[src/hw/cpg_pkg.sv]
`default_nettype none
package cpg_pkg;
  // Register indices; byte address is index times four
  localparam logic [5:0] IDX_SYSCLK = 6'h00;
  localparam logic [5:0] IDX_LOWPWR = 6'h01;
  localparam logic [5:0] IDX_STATUS = 6'h02;
  localparam int unsigned ADR_W = 8;
  localparam int unsigned ADR_LSB = 2;
  // System clock control fields
  localparam int unsigned B_CLK_STOP = 7;
  localparam int unsigned B_SW_MODE = 3;
  localparam int unsigned BSEL_W = 3;
  localparam logic [7:0] SYSCLK_WMASK = 8'h8F;
  localparam logic [7:0] SYSCLK_RST = 8'h00;
  // Low-power control fields
  localparam logic [7:0] LOWPWR_WMASK = 8'h0F;
  localparam logic [7:0] LOWPWR_RST = 8'h00;
  localparam int unsigned FACT_W = 2;
  // Factor codes
  localparam logic [1:0] F_X1 = 2'h0;
  localparam logic [1:0] F_X2 = 2'h1;
  localparam logic [1:0] F_X4 = 2'h2;
  localparam logic [1:0] F_BAD = 2'h3;
  // Bus clock select codes
  localparam logic [2:0] BSEL_HIGH = 3'h0;
  localparam logic [2:0] BSEL_MAX = 3'h5;
  // Medium-speed divider counter
  localparam int unsigned DIV_W = 5;
  localparam logic [4:0] DIV_ALL = 5'h1F;
  // Reference period counter and settling counter widths
  localparam int unsigned PER_W = 12;
  localparam logic [11:0] PER_MAX = 12'hFFF;
  localparam int unsigned SETTLE_W = 24;
  localparam int unsigned SETTLE_BASE = 1024;
  localparam int unsigned WAIT_W = 3;

  typedef enum logic [1:0] {
    MODE_RUN,
    MODE_SLEEP,
    MODE_SWSTBY,
    MODE_SETTLE
  } cpg_mode_e;
endpackage : cpg_pkg
`default_nettype wire

[src/hw/cpg_mdiv.sv]
`timescale 1ns/1ps
`default_nettype none
module cpg_mdiv (
  input wire logic sys_clk,
  input wire logic rst,
  input wire logic phi_tick,
  input wire logic [cpg_pkg::BSEL_W-1:0] sel_in,
  output logic bus_en
);
  import cpg_pkg::*;

  logic [DIV_W-1:0] cnt_q;
  logic [BSEL_W-1:0] sel_q;
  logic [DIV_W-1:0] mask;
  logic wrap;

  // Ones in the low bits for the division; prohibited codes run full speed
  function automatic logic [DIV_W-1:0] div_mask(input logic [BSEL_W-1:0] s);
    if (s > BSEL_MAX) begin
      return '0;
    end
    return DIV_W'((1 << s) - 1);
  endfunction : div_mask

  assign mask = div_mask(sel_q);
  assign wrap = phi_tick && (cnt_q == DIV_ALL);

  // Free count of phi ticks
  always_ff @(posedge sys_clk) begin
    if (rst) begin
      cnt_q <= '0;
    end else if (phi_tick) begin
      cnt_q <= cnt_q + 1'b1;
    end
  end

  // select on boundary
  // Taken only at the /32 wrap, so every division starts on a whole period
  always_ff @(posedge sys_clk) begin
    if (rst) begin
      sel_q <= BSEL_HIGH;
    end else if (wrap) begin
      sel_q <= sel_in;
    end
  end

  // bus clock divide
  always_ff @(posedge sys_clk) begin
    if (rst) begin
      bus_en <= 1'b0;
    end else begin
      bus_en <= phi_tick && ((cnt_q & mask) == mask);
    end
  end
endmodule : cpg_mdiv
`default_nettype wire

[src/hw/cpg_ctrl.sv]
// Behaviour
// Clock out pin follows phi unless stop bit set; high in software standby; floats in hw standby.
// Bits 6 to 4 of the system clock control register always read as zero.
// With deferred mode, a new factor waits until software standby is entered.
// With immediate mode, a new factor takes effect right after the factor bits are written.
// Bus clock select 000 is full speed, 001 to 101 divide by 2 to 32, 11X prohibited.
// Factor code 00 is x1, 01 is x2, 10 is x4, 11 is prohibited for software.
// Software writes only zeros to bits 7 to 4 of the low-power control register.
// Bits 3 and 2 of the low-power control register are read/write; software keeps them 0.
// The rising edge of the internal clock is aligned to the reference input rising edge.
// After reset the active multiplication factor is x1.
// In deferred mode, entering software standby halts the generator and loads the factor.
// Leaving software standby counts the selected settling time, then runs at the new factor.
// A break armed on sleep still enters standby and is signalled after settling.
// Software picks a settling wait of at least 20 us, even with an external clock.
// Bus clock and immediate factor switches happen on clock boundaries only.
`timescale 1ns/1ps
`default_nettype none
module cpg_ctrl #(
  parameter int unsigned SETTLE_BASE_P = cpg_pkg::SETTLE_BASE
) (
  input wire logic sys_clk,
  input wire logic rst,
  input wire logic wb_cyc_i,
  input wire logic wb_stb_i,
  input wire logic wb_we_i,
  input wire logic [cpg_pkg::ADR_W-1:0] wb_adr_i,
  input wire logic [3:0] wb_sel_i,
  input wire logic [31:0] wb_dat_i,
  output logic [31:0] wb_dat_o,
  output logic wb_ack_o,
  input wire logic osc_input_pin,
  input wire logic hw_standby_pin,
  input wire logic sleep_req,
  input wire logic standby_sel,
  input wire logic [cpg_pkg::WAIT_W-1:0] standby_wait_select,
  input wire logic wake_req,
  input wire logic break_armed,
  output logic sys_clk_en,
  output logic bus_clk_en,
  output logic clk_out_o,
  output logic clk_out_oe,
  output logic break_take
);
  import cpg_pkg::*;

  logic [2:0] osc_sync_q;
  logic [2:0] hws_sync_q;
  logic osc_lvl_q;
  logic hws_lvl_q;
  logic osc_edge;
  logic [7:0] sysclk_q;
  logic [7:0] lowpwr_q;
  logic [FACT_W-1:0] active_q;
  logic [FACT_W-1:0] fact_new;
  logic pend_q;
  logic req;
  logic wr;
  logic lp_wr;
  logic [5:0] idx;
  logic [PER_W-1:0] per_cnt_q;
  logic [PER_W-1:0] per_q;
  logic [PER_W-1:0] seg_len;
  logic [PER_W-1:0] cnt_q;
  logic [3:0] half_q;
  logic phi_q;
  logic halt;
  cpg_mode_e mode_q;
  logic [SETTLE_W-1:0] settle_q;
  logic brk_arm_q;
  logic enter_stby;

  // Prohibited factor code falls back to x1
  // factor decode
  function automatic logic [FACT_W-1:0] eff_factor(input logic [FACT_W-1:0] c);
    return (c == F_BAD) ? F_X1 : c;
  endfunction : eff_factor

  // Half periods of phi per reference period: 2, 4 or 8
  function automatic logic [3:0] last_half(input logic [FACT_W-1:0] f);
    return 4'((2 << f) - 1);
  endfunction : last_half

  // Pins from outside pass three stages; a level counts once stages 2 and 3 agree
  always_ff @(posedge sys_clk) begin
    if (rst) begin
      osc_sync_q <= '0;
      hws_sync_q <= '0;
      osc_lvl_q <= 1'b0;
      hws_lvl_q <= 1'b0;
    end else begin
      osc_sync_q <= {osc_sync_q[1:0], osc_input_pin};
      hws_sync_q <= {hws_sync_q[1:0], hw_standby_pin};
      if (osc_sync_q[2] == osc_sync_q[1]) begin
        osc_lvl_q <= osc_sync_q[1];
      end
      if (hws_sync_q[2] == hws_sync_q[1]) begin
        hws_lvl_q <= hws_sync_q[1];
      end
    end
  end

  assign osc_edge = osc_sync_q[2] == osc_sync_q[1] && osc_sync_q[1] && !osc_lvl_q;

  // Bus decode; unmapped indices are acked and read zero
  assign idx = wb_adr_i[ADR_LSB +: 6];
  assign req = wb_cyc_i && wb_stb_i && !wb_ack_o;
  assign wr = req && wb_we_i && wb_sel_i[0];
  assign lp_wr = wr && idx == IDX_LOWPWR;
  assign fact_new = eff_factor(lowpwr_q[FACT_W-1:0]);
  assign halt = mode_q == MODE_SWSTBY || mode_q == MODE_SETTLE || hws_lvl_q;
  assign enter_stby = mode_q == MODE_RUN && sleep_req && standby_sel && !hws_lvl_q;

  // Ack one cycle after the strobe, dropped the cycle after
  always_ff @(posedge sys_clk) begin
    if (rst) begin
      wb_ack_o <= 1'b0;
    end else begin
      wb_ack_o <= req;
    end
  end

  // Register writes land on the same edge that raises ack
  // reserved bits dropped
  // low bits stored
  always_ff @(posedge sys_clk) begin
    if (rst) begin
      sysclk_q <= SYSCLK_RST;
      lowpwr_q <= LOWPWR_RST;
    end else if (wr) begin
      if (idx == IDX_SYSCLK) begin
        sysclk_q <= wb_dat_i[7:0] & SYSCLK_WMASK;
      end
      if (idx == IDX_LOWPWR) begin
        lowpwr_q <= wb_dat_i[7:0] & LOWPWR_WMASK;
      end
    end
  end

  // Read data registered with ack; narrow data in the low byte
  always_ff @(posedge sys_clk) begin
    if (rst) begin
      wb_dat_o <= '0;
    end else if (req && !wb_we_i) begin
      unique case (idx)
        IDX_SYSCLK: wb_dat_o <= {24'h0, sysclk_q};
        IDX_LOWPWR: wb_dat_o <= {24'h0, lowpwr_q};
        IDX_STATUS: wb_dat_o <= {26'h0, mode_q == MODE_SETTLE, mode_q == MODE_SWSTBY,
                                 mode_q == MODE_SLEEP, pend_q, active_q};
        default: wb_dat_o <= '0;
      endcase
    end
  end

  // immediate request
  // A write in the edge cycle stays pending for the next edge
  always_ff @(posedge sys_clk) begin
    if (rst) begin
      pend_q <= 1'b0;
    end else if (lp_wr && sysclk_q[B_SW_MODE]) begin
      pend_q <= 1'b1;
    end else if (osc_edge) begin
      pend_q <= 1'b0;
    end
  end

  // reset to x1
  // load on standby entry
  // immediate switch only at a reference edge, where phi restarts
  always_ff @(posedge sys_clk) begin
    if (rst) begin
      active_q <= F_X1;
    end else if (enter_stby && !sysclk_q[B_SW_MODE]) begin
      active_q <= fact_new;
    end else if (pend_q && osc_edge) begin
      active_q <= fact_new;
    end
  end

  // Reference period in system cycles; the count saturates at PER_MAX, and a saturated count stores a period of zero
  always_ff @(posedge sys_clk) begin
    if (rst) begin
      per_cnt_q <= '0;
      per_q <= '0;
    end else if (osc_edge) begin
      per_cnt_q <= '0;
      per_q <= per_cnt_q + 1'b1;
    end else if (per_cnt_q != PER_MAX) begin
      per_cnt_q <= per_cnt_q + 1'b1;
    end
  end

  // Length of one half period of phi; a reference of 4096 cycles or more gives zero, and phi then stays high
  assign seg_len = per_q >> (active_q + 1'b1);

  // phase aligned phi
  // Rising edge forced at each reference edge; halves fill the period between
  always_ff @(posedge sys_clk) begin
    if (rst) begin
      phi_q <= 1'b0;
      cnt_q <= '0;
      half_q <= '0;
      sys_clk_en <= 1'b0;
    end else begin
      sys_clk_en <= 1'b0;
      if (halt) begin
        phi_q <= 1'b0;
        cnt_q <= '0;
        half_q <= '0;
      end else if (osc_edge) begin
        phi_q <= 1'b1;
        cnt_q <= '0;
        half_q <= '0;
        sys_clk_en <= 1'b1;
      end else if (seg_len != '0 && half_q < last_half(active_q)) begin
        if (cnt_q == seg_len - 1'b1) begin
          phi_q <= !phi_q;
          sys_clk_en <= !phi_q;
          cnt_q <= '0;
          half_q <= half_q + 1'b1;
        end else begin
          cnt_q <= cnt_q + 1'b1;
        end
      end
    end
  end

  // Operating mode sequence
  // settle then run
  always_ff @(posedge sys_clk) begin
    if (rst) begin
      mode_q <= MODE_RUN;
    end else begin
      unique case (mode_q)
        MODE_RUN: begin
          if (sleep_req && !hws_lvl_q) begin
            mode_q <= standby_sel ? MODE_SWSTBY : MODE_SLEEP;
          end
        end
        MODE_SLEEP: begin
          if (wake_req) begin
            mode_q <= MODE_RUN;
          end
        end
        MODE_SWSTBY: begin
          if (wake_req) begin
            mode_q <= MODE_SETTLE;
          end
        end
        MODE_SETTLE: begin
          if (settle_q == '0) begin
            mode_q <= MODE_RUN;
          end
        end
      endcase
    end
  end

  // settling count
  // Length is base shifted by the wait select, loaded as the wake is taken
  always_ff @(posedge sys_clk) begin
    if (rst) begin
      settle_q <= '0;
    end else if (mode_q == MODE_SWSTBY && wake_req) begin
      settle_q <= SETTLE_W'((SETTLE_BASE_P << standby_wait_select) - 1);
    end else if (mode_q == MODE_SETTLE && settle_q != '0) begin
      settle_q <= settle_q - 1'b1;
    end
  end

  // break after settling
  // Standby is entered anyway; the break is raised when the clock is back
  always_ff @(posedge sys_clk) begin
    if (rst) begin
      brk_arm_q <= 1'b0;
      break_take <= 1'b0;
    end else begin
      break_take <= 1'b0;
      if (enter_stby) begin
        brk_arm_q <= break_armed;
      end else if (mode_q == MODE_SETTLE && settle_q == '0) begin
        brk_arm_q <= 1'b0;
        break_take <= brk_arm_q;
      end
    end
  end

  // clock out pin
  // Sleep with stop clear keeps phi running on the pin
  always_ff @(posedge sys_clk) begin
    if (rst) begin
      clk_out_o <= 1'b1;
      clk_out_oe <= 1'b0;
    end else begin
      clk_out_oe <= !hws_lvl_q;
      unique case (mode_q)
        MODE_RUN, MODE_SLEEP: clk_out_o <= sysclk_q[B_CLK_STOP] | phi_q;
        MODE_SWSTBY, MODE_SETTLE: clk_out_o <= 1'b1;
      endcase
    end
  end

  // medium speed divider
  cpg_mdiv u_mdiv (
    .sys_clk(sys_clk),
    .rst(rst),
    .phi_tick(sys_clk_en),
    .sel_in(sysclk_q[BSEL_W-1:0]),
    .bus_en(bus_clk_en)
  );
endmodule : cpg_ctrl
`default_nettype wire

[config.mk]
export PLATFORM = sky130hd
export DESIGN_NAME = cpg_ctrl
export DESIGN_NICKNAME = d
export VERILOG_FILES = /design/src/hw/cpg_pkg.sv /design/src/hw/cpg_mdiv.sv /design/src/hw/cpg_ctrl.sv
export SDC_FILE = /design/constraint.sdc
export NUM_CORES = 1
export LEC_CHECK = 0
export BUFFER_PORTS_ARGS = -buffer_cell sky130_fd_sc_hd__buf_2
export CAP_MARGIN = 20
export CORE_ASPECT_RATIO = 0.75
export CORE_MARGIN = 2
export CORE_UTILIZATION = 52
export DETAILED_ROUTE_END_ITERATION = 8
export HOLD_SLACK_MARGIN = 0.15
export PLACE_DENSITY = 0.76
export SLEW_MARGIN = 10
export SYNTH_ARGS = -nofsm -noshare
export SYNTH_HDL_FRONTEND = slang
export SYNTH_HIERARCHICAL = 1
export SYNTH_SLANG_ARGS = --single-unit
[constraint.sdc]
create_clock -name sys_clk -period 4.4 [get_ports sys_clk]
set_clock_uncertainty 0.05 [all_clocks]
set_input_delay 0.66 -clock sys_clk [delete_from_list [all_inputs] [get_ports sys_clk]]
set_output_delay 0.66 -clock sys_clk [all_outputs]
set_load 0.01 [all_outputs]
==> flow_summary.ini, run 1 <==
[outcome]
status = finished, final reports clean

[synthesis]
ys_seq_elements = 109
synth_edf_count = 0
ys_types = 68
synth_top_area_cell = dfxtp_1
syn_avg_cell_area_um2 = 8.39
netlist_top_cells_area = dfxtp_1, mux2i_1, nor2_1, xor2_1, a21oi_1
netlist.area_leader.share_pct = 35.6
synth_seq_area_share_pct = 35.6
synthCells = 731
yosysWarningCount = 6
synth_flop_cell = dfxtp_1
syn_area_um2 = 6130
async_flop_share_pct = 0

[drt]
routed_via_density = 5.59
post_drt_wl_per_cell_um = 14.0
vias = 5127
drc = 0
drtAntennaViolNets = 0
dr.pass1.iters = 6
routed_wl_mm = 12.9
drt-initial-drc-count = 326

[sta]
rsz0062_at_grt = no
finalHoldViolations = 0
finalMaxSlewViolations = 0
fin_setup_tns_ps = 0
layout_min_cycle_time_ps = 4040
timing.fmax_mhz = 247
finalSetupViolations = 0
tightestPinTransition_ps = 922
fin_crit_sh_pct = 91.9
slew_headroom_pct = 38.4

[worst_setup_path]
critPathMaxFanout = 14
end_kind = register
worstPathArrival_ps = 4280
start_kind = register
cp.required_ps = 4640
critical_path_class = reg -> reg

[pwr]
cellLeakagePower_nw = 2.48
power_mw = 2.16
power.density_nw_per_um2 = 324
ir_drop_v = 0.000261

[die]
dieHeight_um = 98.1
die_w_um = 129
core_area_um2 = 11600
initial_core_util_pct = 53.0
ios = 96
die_area_um2 = 12700
num_rows = 34

[place]
dpl.hpwl_mm = 9.19
placed_area_um2 = 6320
placedCellCount = 899
place.gp.congestion = 0.876
numPortBuffers = 38

[final_layout]
multi_input_area_um2 = 3630
fill_cells = 1023
area_growth_pct = 8.55
num_antenna_cells = 0
final_area_um2 = 6660
drive_gt1_share_pct = 12.3
nNetsFinal = 822
final_core_util_pct = 57.5
seq_area_um2 = 2180
final_cell_count_no_fill = 917

[clocking]
clockBufferDepth = 2
cts_tree = done
cts_buffers = 9
clk_latency_ps = 350
cts_sinks = 109
cts.htree.levels = 3
cts.clk_slew.worst_paths_ps = 80
cts_root_buf = clkbuf_16

[global_routing]
grt_pass1_wl_mm = 22.0
grt_max_degree = 50
grt_overflow_total = 0
grt_pass1_vias = 4810
grt_use_total_pct = 20.9
antenna_found_initial = 0

[flow_run]
drv_cap = 0

[min_path]
hp-class = reg -> reg
[cells in the final DEF (no fill, tap or decap), drive strengths merged, types with 4 or more instances in the layout]
cell    netlist  final
a211oi       18     18
a21o          4      4
a21oi        45     45
a22oi         8      8
a31oi         6      6
and2          5      5
and3          5      5
buf          37     50
clkbuf       29     10
conb          1     25
dfxtp       109    109
ha           14     14
inv          14     16
mux2          4      4
mux2i        36     36
nand2        52     52
nand2b       12     12
nand3        23     23
nand3b       10     10
nand4         9      9
nand4b        4      4
nor2         95     95
nor2b        13     13
nor3         18     18
nor4          8      8
nor4b         5      5
o21a          4      4
o21ai        25     25
o31ai         4      4
or2           8      8
or3          12     12
xnor2        23     23
xor2         30     30
[synthesized netlist by cell type (all sizes together) (4+ instances only)]
| cell type | n |
|---|---|
| o21ai | 25 |
| nand2b | 12 |
| o31ai | 4 |
| a22oi | 8 |
| xnor2 | 23 |
| nand4 | 9 |
| and2 | 5 |
| mux2i | 36 |
| nand3 | 23 |
| dfxtp | 109 |
| a21oi | 45 |
| nor4b | 5 |
| mux2 | 4 |
| and3 | 5 |
| o21a | 4 |
| nand3b | 10 |
| a21o | 4 |
| or2 | 8 |
| buf | 37 |
| nand2 | 52 |
| or3 | 12 |
| nor3 | 18 |
| a31oi | 6 |
| xor2 | 30 |
| inv | 14 |
| nor2 | 95 |
| nand4b | 4 |
| clkbuf | 29 |
| a211oi | 18 |
| nor4 | 8 |
| ha | 14 |
| nor2b | 13 |
[metrics by stage]
stage,hold WS [ps],setup WS (ps)
after floorplan,364,44.8
after global placement,369,320
after detailed placement,380,158
after CTS,398,142
after global routing,418,56.2
final,396,356
[area by class of cell]
type / count / share of cell area (%)
clock buffers: 10 / 3.44
flip-flops and latches: 109 / 32.8
multi-input cells: 566 / 54.5
well taps: 162 / 3.04
clock inverters: 6 / 1.22
inverters: 14 / 0.789
repair buffers: 50 / 4.21
[metal layers]
metal / global-route usage (%) / part of all wire, %
met1: 28.7 / 49
met4: 5.96 / 1.1
met2: 33.4 / 45
met5: 0 / 0
met3: 4.33 / 5.0
[timing repair]
item / CTS / global route
resized for setup: 0 / 2
buffers inserted: 0 / 2
hold buffers: 0 / 0
endpoints found under the setup margin: 0 / 14
[path summary, 6_finish.rpt]
path | startpoint | to | cells past startpoint | slack (ps)
max | active_q[1] | half_q[3] | 15 | 360
min | hws_sync_q[0] | hws_sync_q[1] | 1 | 400
max reg2reg | active_q[1] | half_q[3] | 15 | 360
min reg2reg | hws_sync_q[0] | hws_sync_q[1] | 1 | 400
[critical path: stages, from the launching register on]
cell	delay, ps
dfxtp_1	370
inv_1	90
ha_1	420
buf_4	260
mux2i_1	120
mux2i_1	240
inv_1	80
ha_1	250
inv_1	110
a221oi_4	50
and2_1	230
or4_1	510
a222oi_1	400
o2111ai_2	270
or3_1	400
a21oi_1	140
[report_power, final]
group | switching [mW] | internal, mW | total, mW
combinational | 0.161 | 0.109 | 0.270
clock | 0.386 | 0.453 | 0.839
sequential | 0.0324 | 1.02 | 1.05
[cell families after synthesis]
| group | share of synthesized area [%] |
|---|---|
| compound gates | 15.8 |
| xor+xnor | 7.57 |
| fa+ha+maj | 2.86 |
| buf+inv | 6.91 |
| flops | 35.6 |
| mux | 7.34 |
| other cells | 0.0611 |
| simple gates | 23.9 |
[flip-flops by register name, summed over array words and instances (netlist names), 2 cells and up]
name and cells:
cnt_q 12, sysclk_q 5, u_mdiv/sel_q 3, wb_dat_o 7, mode_q 2, half_q 4, active_q 2, per_q 12
osc_sync_q 3, lowpwr_q 4, per_cnt_q 12, hws_sync_q 3, settle_q 24, u_mdiv/cnt_q 5
Power figures use the tool's default switching activity.
==> run 2, diff against run 1 <==
CTS_BUF_LIST = sky130_fd_sc_hd__clkbuf_16   (was default)
==> flow_summary.ini, run 2 (synthesized netlist as in run 1, its figures left out) <==
[drt]
routed_wl_mm = 12.9
vias = 5127
dr.pass1.iters = 6
post_drt_wl_per_cell_um = 14.0
drc = 0
routed_via_density = 5.59
drtAntennaViolNets = 0
drt-initial-drc-count = 326

[sta]
tightestPinTransition_ps = 922
fin_setup_tns_ps = 0
finalHoldViolations = 0
rsz0062_at_grt = no
slew_headroom_pct = 38.4
finalSetupViolations = 0
fin_crit_sh_pct = 91.9
layout_min_cycle_time_ps = 4040
post-route-worst-setup-slack_ps = 356
timing.fmax_mhz = 247
finalMaxSlewViolations = 0

[die]
ios = 96
die_w_um = 129
die_area_um2 = 12700
num_rows = 34
dieHeight_um = 98.1
core_area_um2 = 11600
initial_core_util_pct = 53.0

[worst_setup_path]
critPathMaxFanout = 14
end_kind = register
worstPathArrival_ps = 4280
crit_top_cell = inv_1
critical_path_class = reg -> reg
cp.required_ps = 4640
crit_buf_inv = 4
path_delay_family = simple AND/OR/NAND/NOR gates
crit_chain = inv_1 > ha_1 > buf_4 > mux2i_1 > mux2i_1 > inv_1 > ha_1 > inv_1 > a221oi_4 > and2_1 > or4_1 > a222oi_1 > o2111ai_2 > or3_1 > a21oi_1
ff2ff_path_depth = 15
cp_num_cells = 15
start_kind = register
critPathMaxStageDelay_ps = 510
cp_slowest_cell = or4_1

[clocking]
cts_buffers = 9
postCtsHoldBufs = 0
cts_tree = done
cts.clk_slew.worst_paths_ps = 80
cts_sinks = 109
cts_root_buf = clkbuf_16
clk_latency_ps = 350
cts.htree.levels = 3
clockBufferDepth = 2

[global_routing]
grt_use_total_pct = 20.9
grt_max_degree = 50
grt_pass1_wl_mm = 22.0
grt_overflow_total = 0
grt_pass1_vias = 4810
antenna_found_initial = 0

[final_layout]
layout_common_cells = dfxtp_1, nor2_1, nand2_1
fill_cells = 1023
num_antenna_cells = 0
drive_gt1_share_pct = 12.3
area_growth_pct = 8.55
largest_register_ffs = 24
top_register = settle_q
final_area_um2 = 6660
nNetsFinal = 822
final_common_cell = dfxtp_1

[pwr]
cellLeakagePower_nw = 2.48
ir_drop_v = 0.000261
power.density_nw_per_um2 = 323

[min_path]
hp-class = reg -> reg
hold_depth = 1

[place]
place.gp.congestion = 0.876
placed_area_um2 = 6320
numPortBuffers = 38
place_ws_ps = 158
dpl.hpwl_mm = 9.19

[outcome]
status = finished, final reports clean

[flow_run]
drv_cap = 0
run 2: final timing paths:
check | from | to | slack (ps)
max | active_q[1] | half_q[3] | 360
min | hws_sync_q[0] | hws_sync_q[1] | 400
max reg2reg | active_q[1] | half_q[3] | 360
min reg2reg | hws_sync_q[0] | hws_sync_q[1] | 400
run 2: power breakdown:
part           switching (mW)  leakage, nW  internal [mW]
clock network           0.386        0.148          0.451
logic                   0.161         1.45          0.109
registers              0.0324        0.883           1.02
run 2: timing repair:
action / 4_1_cts / 5_1_grt
setup endpoints to repair: 0 / 14
resized for setup: 0 / 2
buffers inserted: 0 / 2
run 2: layer usage:
layer / up-vias / part of all wire [%] / global-route usage [%]
met2: 135 / 45 / 33.4
met4: 0 / 1.1 / 5.96
met1: 2400 / 49 / 28.7
li1: 2576 / - / -
met3: 16 / 5.0 / 4.33
met5: - / 0 / 0
run 2: cell type report:
class	count	area, µm²	share of cell area [%]
Tap cell	162	203	3.04
Clock buffer	9	225	3.38
Sequential cell	109	2180	32.8
Timing Repair Buffer	50	280	4.21
Clock inverter	7	85.1	1.28
Inverter	14	52.6	0.789
Multi-Input combinational cell	566	3630	54.5
run 2: per-stage QoR:
stage / utilization, % / instances / power (mW) / hold slack (ps)
after CTS: 57.3 / 915 / 2.17 / 398
after global routing: 57.5 / 917 / 2.25 / 418
after global placement: 54.6 / 899 / 1.33 / 369
final: 57.5 / 917 / 2.15 / 396
after detailed placement: 54.6 / 899 / 1.34 / 380
after floorplan: - / 755 / 1.29 / 364
==> run 3, diff against run 2 <==
CORE_ASPECT_RATIO = 1.1   (was 0.75)
==> flow_summary.ini, run 3 (synthesized netlist as in run 1, its figures left out) <==
[final_layout]
drive_gt1_share_pct = 12.0
area_growth_pct = 8.24
num_antenna_cells = 0
nNetsFinal = 819
fill_cells = 1022
top_register = settle_q
final_common_cell = dfxtp_1
layout_common_cells = dfxtp_1, nor2_1, nand2_1
largest_register_ffs = 24
final_area_um2 = 6640

[worst_setup_path]
crit_buf_inv = 2
start_kind = register
end_kind = register
reg2reg_slack_ps = 290
worstPathArrival_ps = 4300
ff2ff_path_depth = 11
critPathMaxStageDelay_ps = 580
critPathMaxFanout = 35
critical_path_class = reg -> reg
r2r-start = active_q[1]
cp_slowest_cell = mux4_2
timing.rr.end = cnt_q[11]
crit_chain = inv_1 > ha_1 > buf_4 > mux4_2 > a221oi_4 > o211ai_4 > or3_1 > a222oi_1 > o2111ai_2 > or2b_1 > nor2_1
cp.required_ps = 4580
path_delay_family = compound AO/OA/AOI/OAI gates

[die]
die_w_um = 108
die_area_um2 = 12700
initial_core_util_pct = 53.4
ios = 96
dieHeight_um = 118
core_area_um2 = 11500
num_rows = 41

[outcome]
status = finished, final reports clean

[sta]
timing.fmax_mhz = 243
fin_crit_sh_pct = 93.5
layout_min_cycle_time_ps = 4110
finalSetupViolations = 0
slew_headroom_pct = 36.7
fin_setup_tns_ps = 0
rsz0062_at_grt = no
post-route-worst-setup-slack_ps = 288
finalMaxSlewViolations = 0
finalHoldViolations = 0
tightestPinTransition_ps = 948

[place]
place.gp.congestion = 0.841
numPortBuffers = 38
dpl.hpwl_mm = 9.08
placed_area_um2 = 6300
place_ws_ps = 316

[pwr]
power_mw = 2.24
ir_drop_v = 0.000365
power.density_nw_per_um2 = 338
cellLeakagePower_nw = 2.49

[global_routing]
globalRouteMet3Util_pct = 5.09
grt_pass1_vias = 4808
use_met1_pct = 24.1
grt_pass1_wl_mm = 21.6
grt_max_degree = 43
grt_overflow_total = 0
top_usage_layer = met2
grt_use_total_pct = 20.4
antenna_found_initial = 0
grt_use_met2_pct = 36.0

[drt]
routed_via_density = 5.71
drtAntennaViolNets = 0
drc = 0
dr.pass1.iters = 5
drt-initial-drc-count = 203
routed_wl_mm = 12.8
vias = 5149
post_drt_wl_per_cell_um = 14.2

[clocking]
cts_tree = done
cts_sinks = 109
cts_buffers = 9
cts.htree.levels = 3
postCtsHoldBufs = 0
cts_resized = 0
clk_latency_ps = 360
postCtsSetupBuffers = 0
clockBufferDepth = 2
cts_root_buf = clkbuf_16
cts.clk_slew.worst_paths_ps = 80

[min_path]
hold_depth = 1
min_to = osc_sync_q[1]
hp-class = reg -> reg
hp-start = osc_sync_q[0]

[flow_run]
drv_cap = 0
[run 3: cell types whose count changed in the layout (fill, tap and decap cells not counted)]
cell and change:
buf_4 -3, clkinvlp_4 -2, a221oi_2 +1, a221oi_4 -1
bufinv_16 +1, clkinv_4 +1, inv_1 -1, inv_8 +1
or2b_1 +1, or2b_2 -1
[run 3: worst max-delay path by stage]
| stage | cells past startpoint | startpoint | end | slack (ps) |
|---|---|---|---|---|
| 3_5_place_dp | 11 | active_q[1] | cnt_q[11] | 320 |
| 6_report | 11 | active_q[1] | cnt_q[11] | 290 |
| 4_1_cts | 11 | active_q[1] | cnt_q[11] | 290 |
| 5_1_grt | 11 | active_q[1] | cnt_q[11] | 20 |
| 3_3_place_gp | 11 | active_q[1] | cnt_q[11] | 370 |
| 2_1_floorplan | 20 | active_q[0] | cnt_q[10] | 40 |
[run 3: metal layers]
metal  routed length, µm  up-vias
met5                   0        -
met3                 490       23
li1                    -     2581
met1                5550     2421
met4                 200        0
met2                6530      124
[run 3: report_power, final]
group	internal (mW)	total [mW]	leakage (nW)	switching, mW
Clock	0.515	0.924	0.167	0.409
Combinational	0.108	0.270	1.44	0.162
Sequential	1.02	1.05	0.883	0.0320
[run 3: layout make-up]
cell class	instances	area, µm²	area share (%)
inverters	14	52.6	0.791
clock buffers	9	225	3.39
multi-input cells	566	3620	54.5
well taps	150	188	2.83
repair buffers	47	258	3.88
clock inverters	7	116	1.75
flip-flops and latches	109	2180	32.9
[run 3: per-stage QoR]
step | util (%) | instances | hold slack (ps)
floorplan | - | 755 | 364
global placement | 54.8 | 886 | 380
detailed placement | 54.8 | 886 | 383
CTS | 57.8 | 902 | 401
global route | 57.8 | 902 | 415
finish | 57.8 | 902 | 402
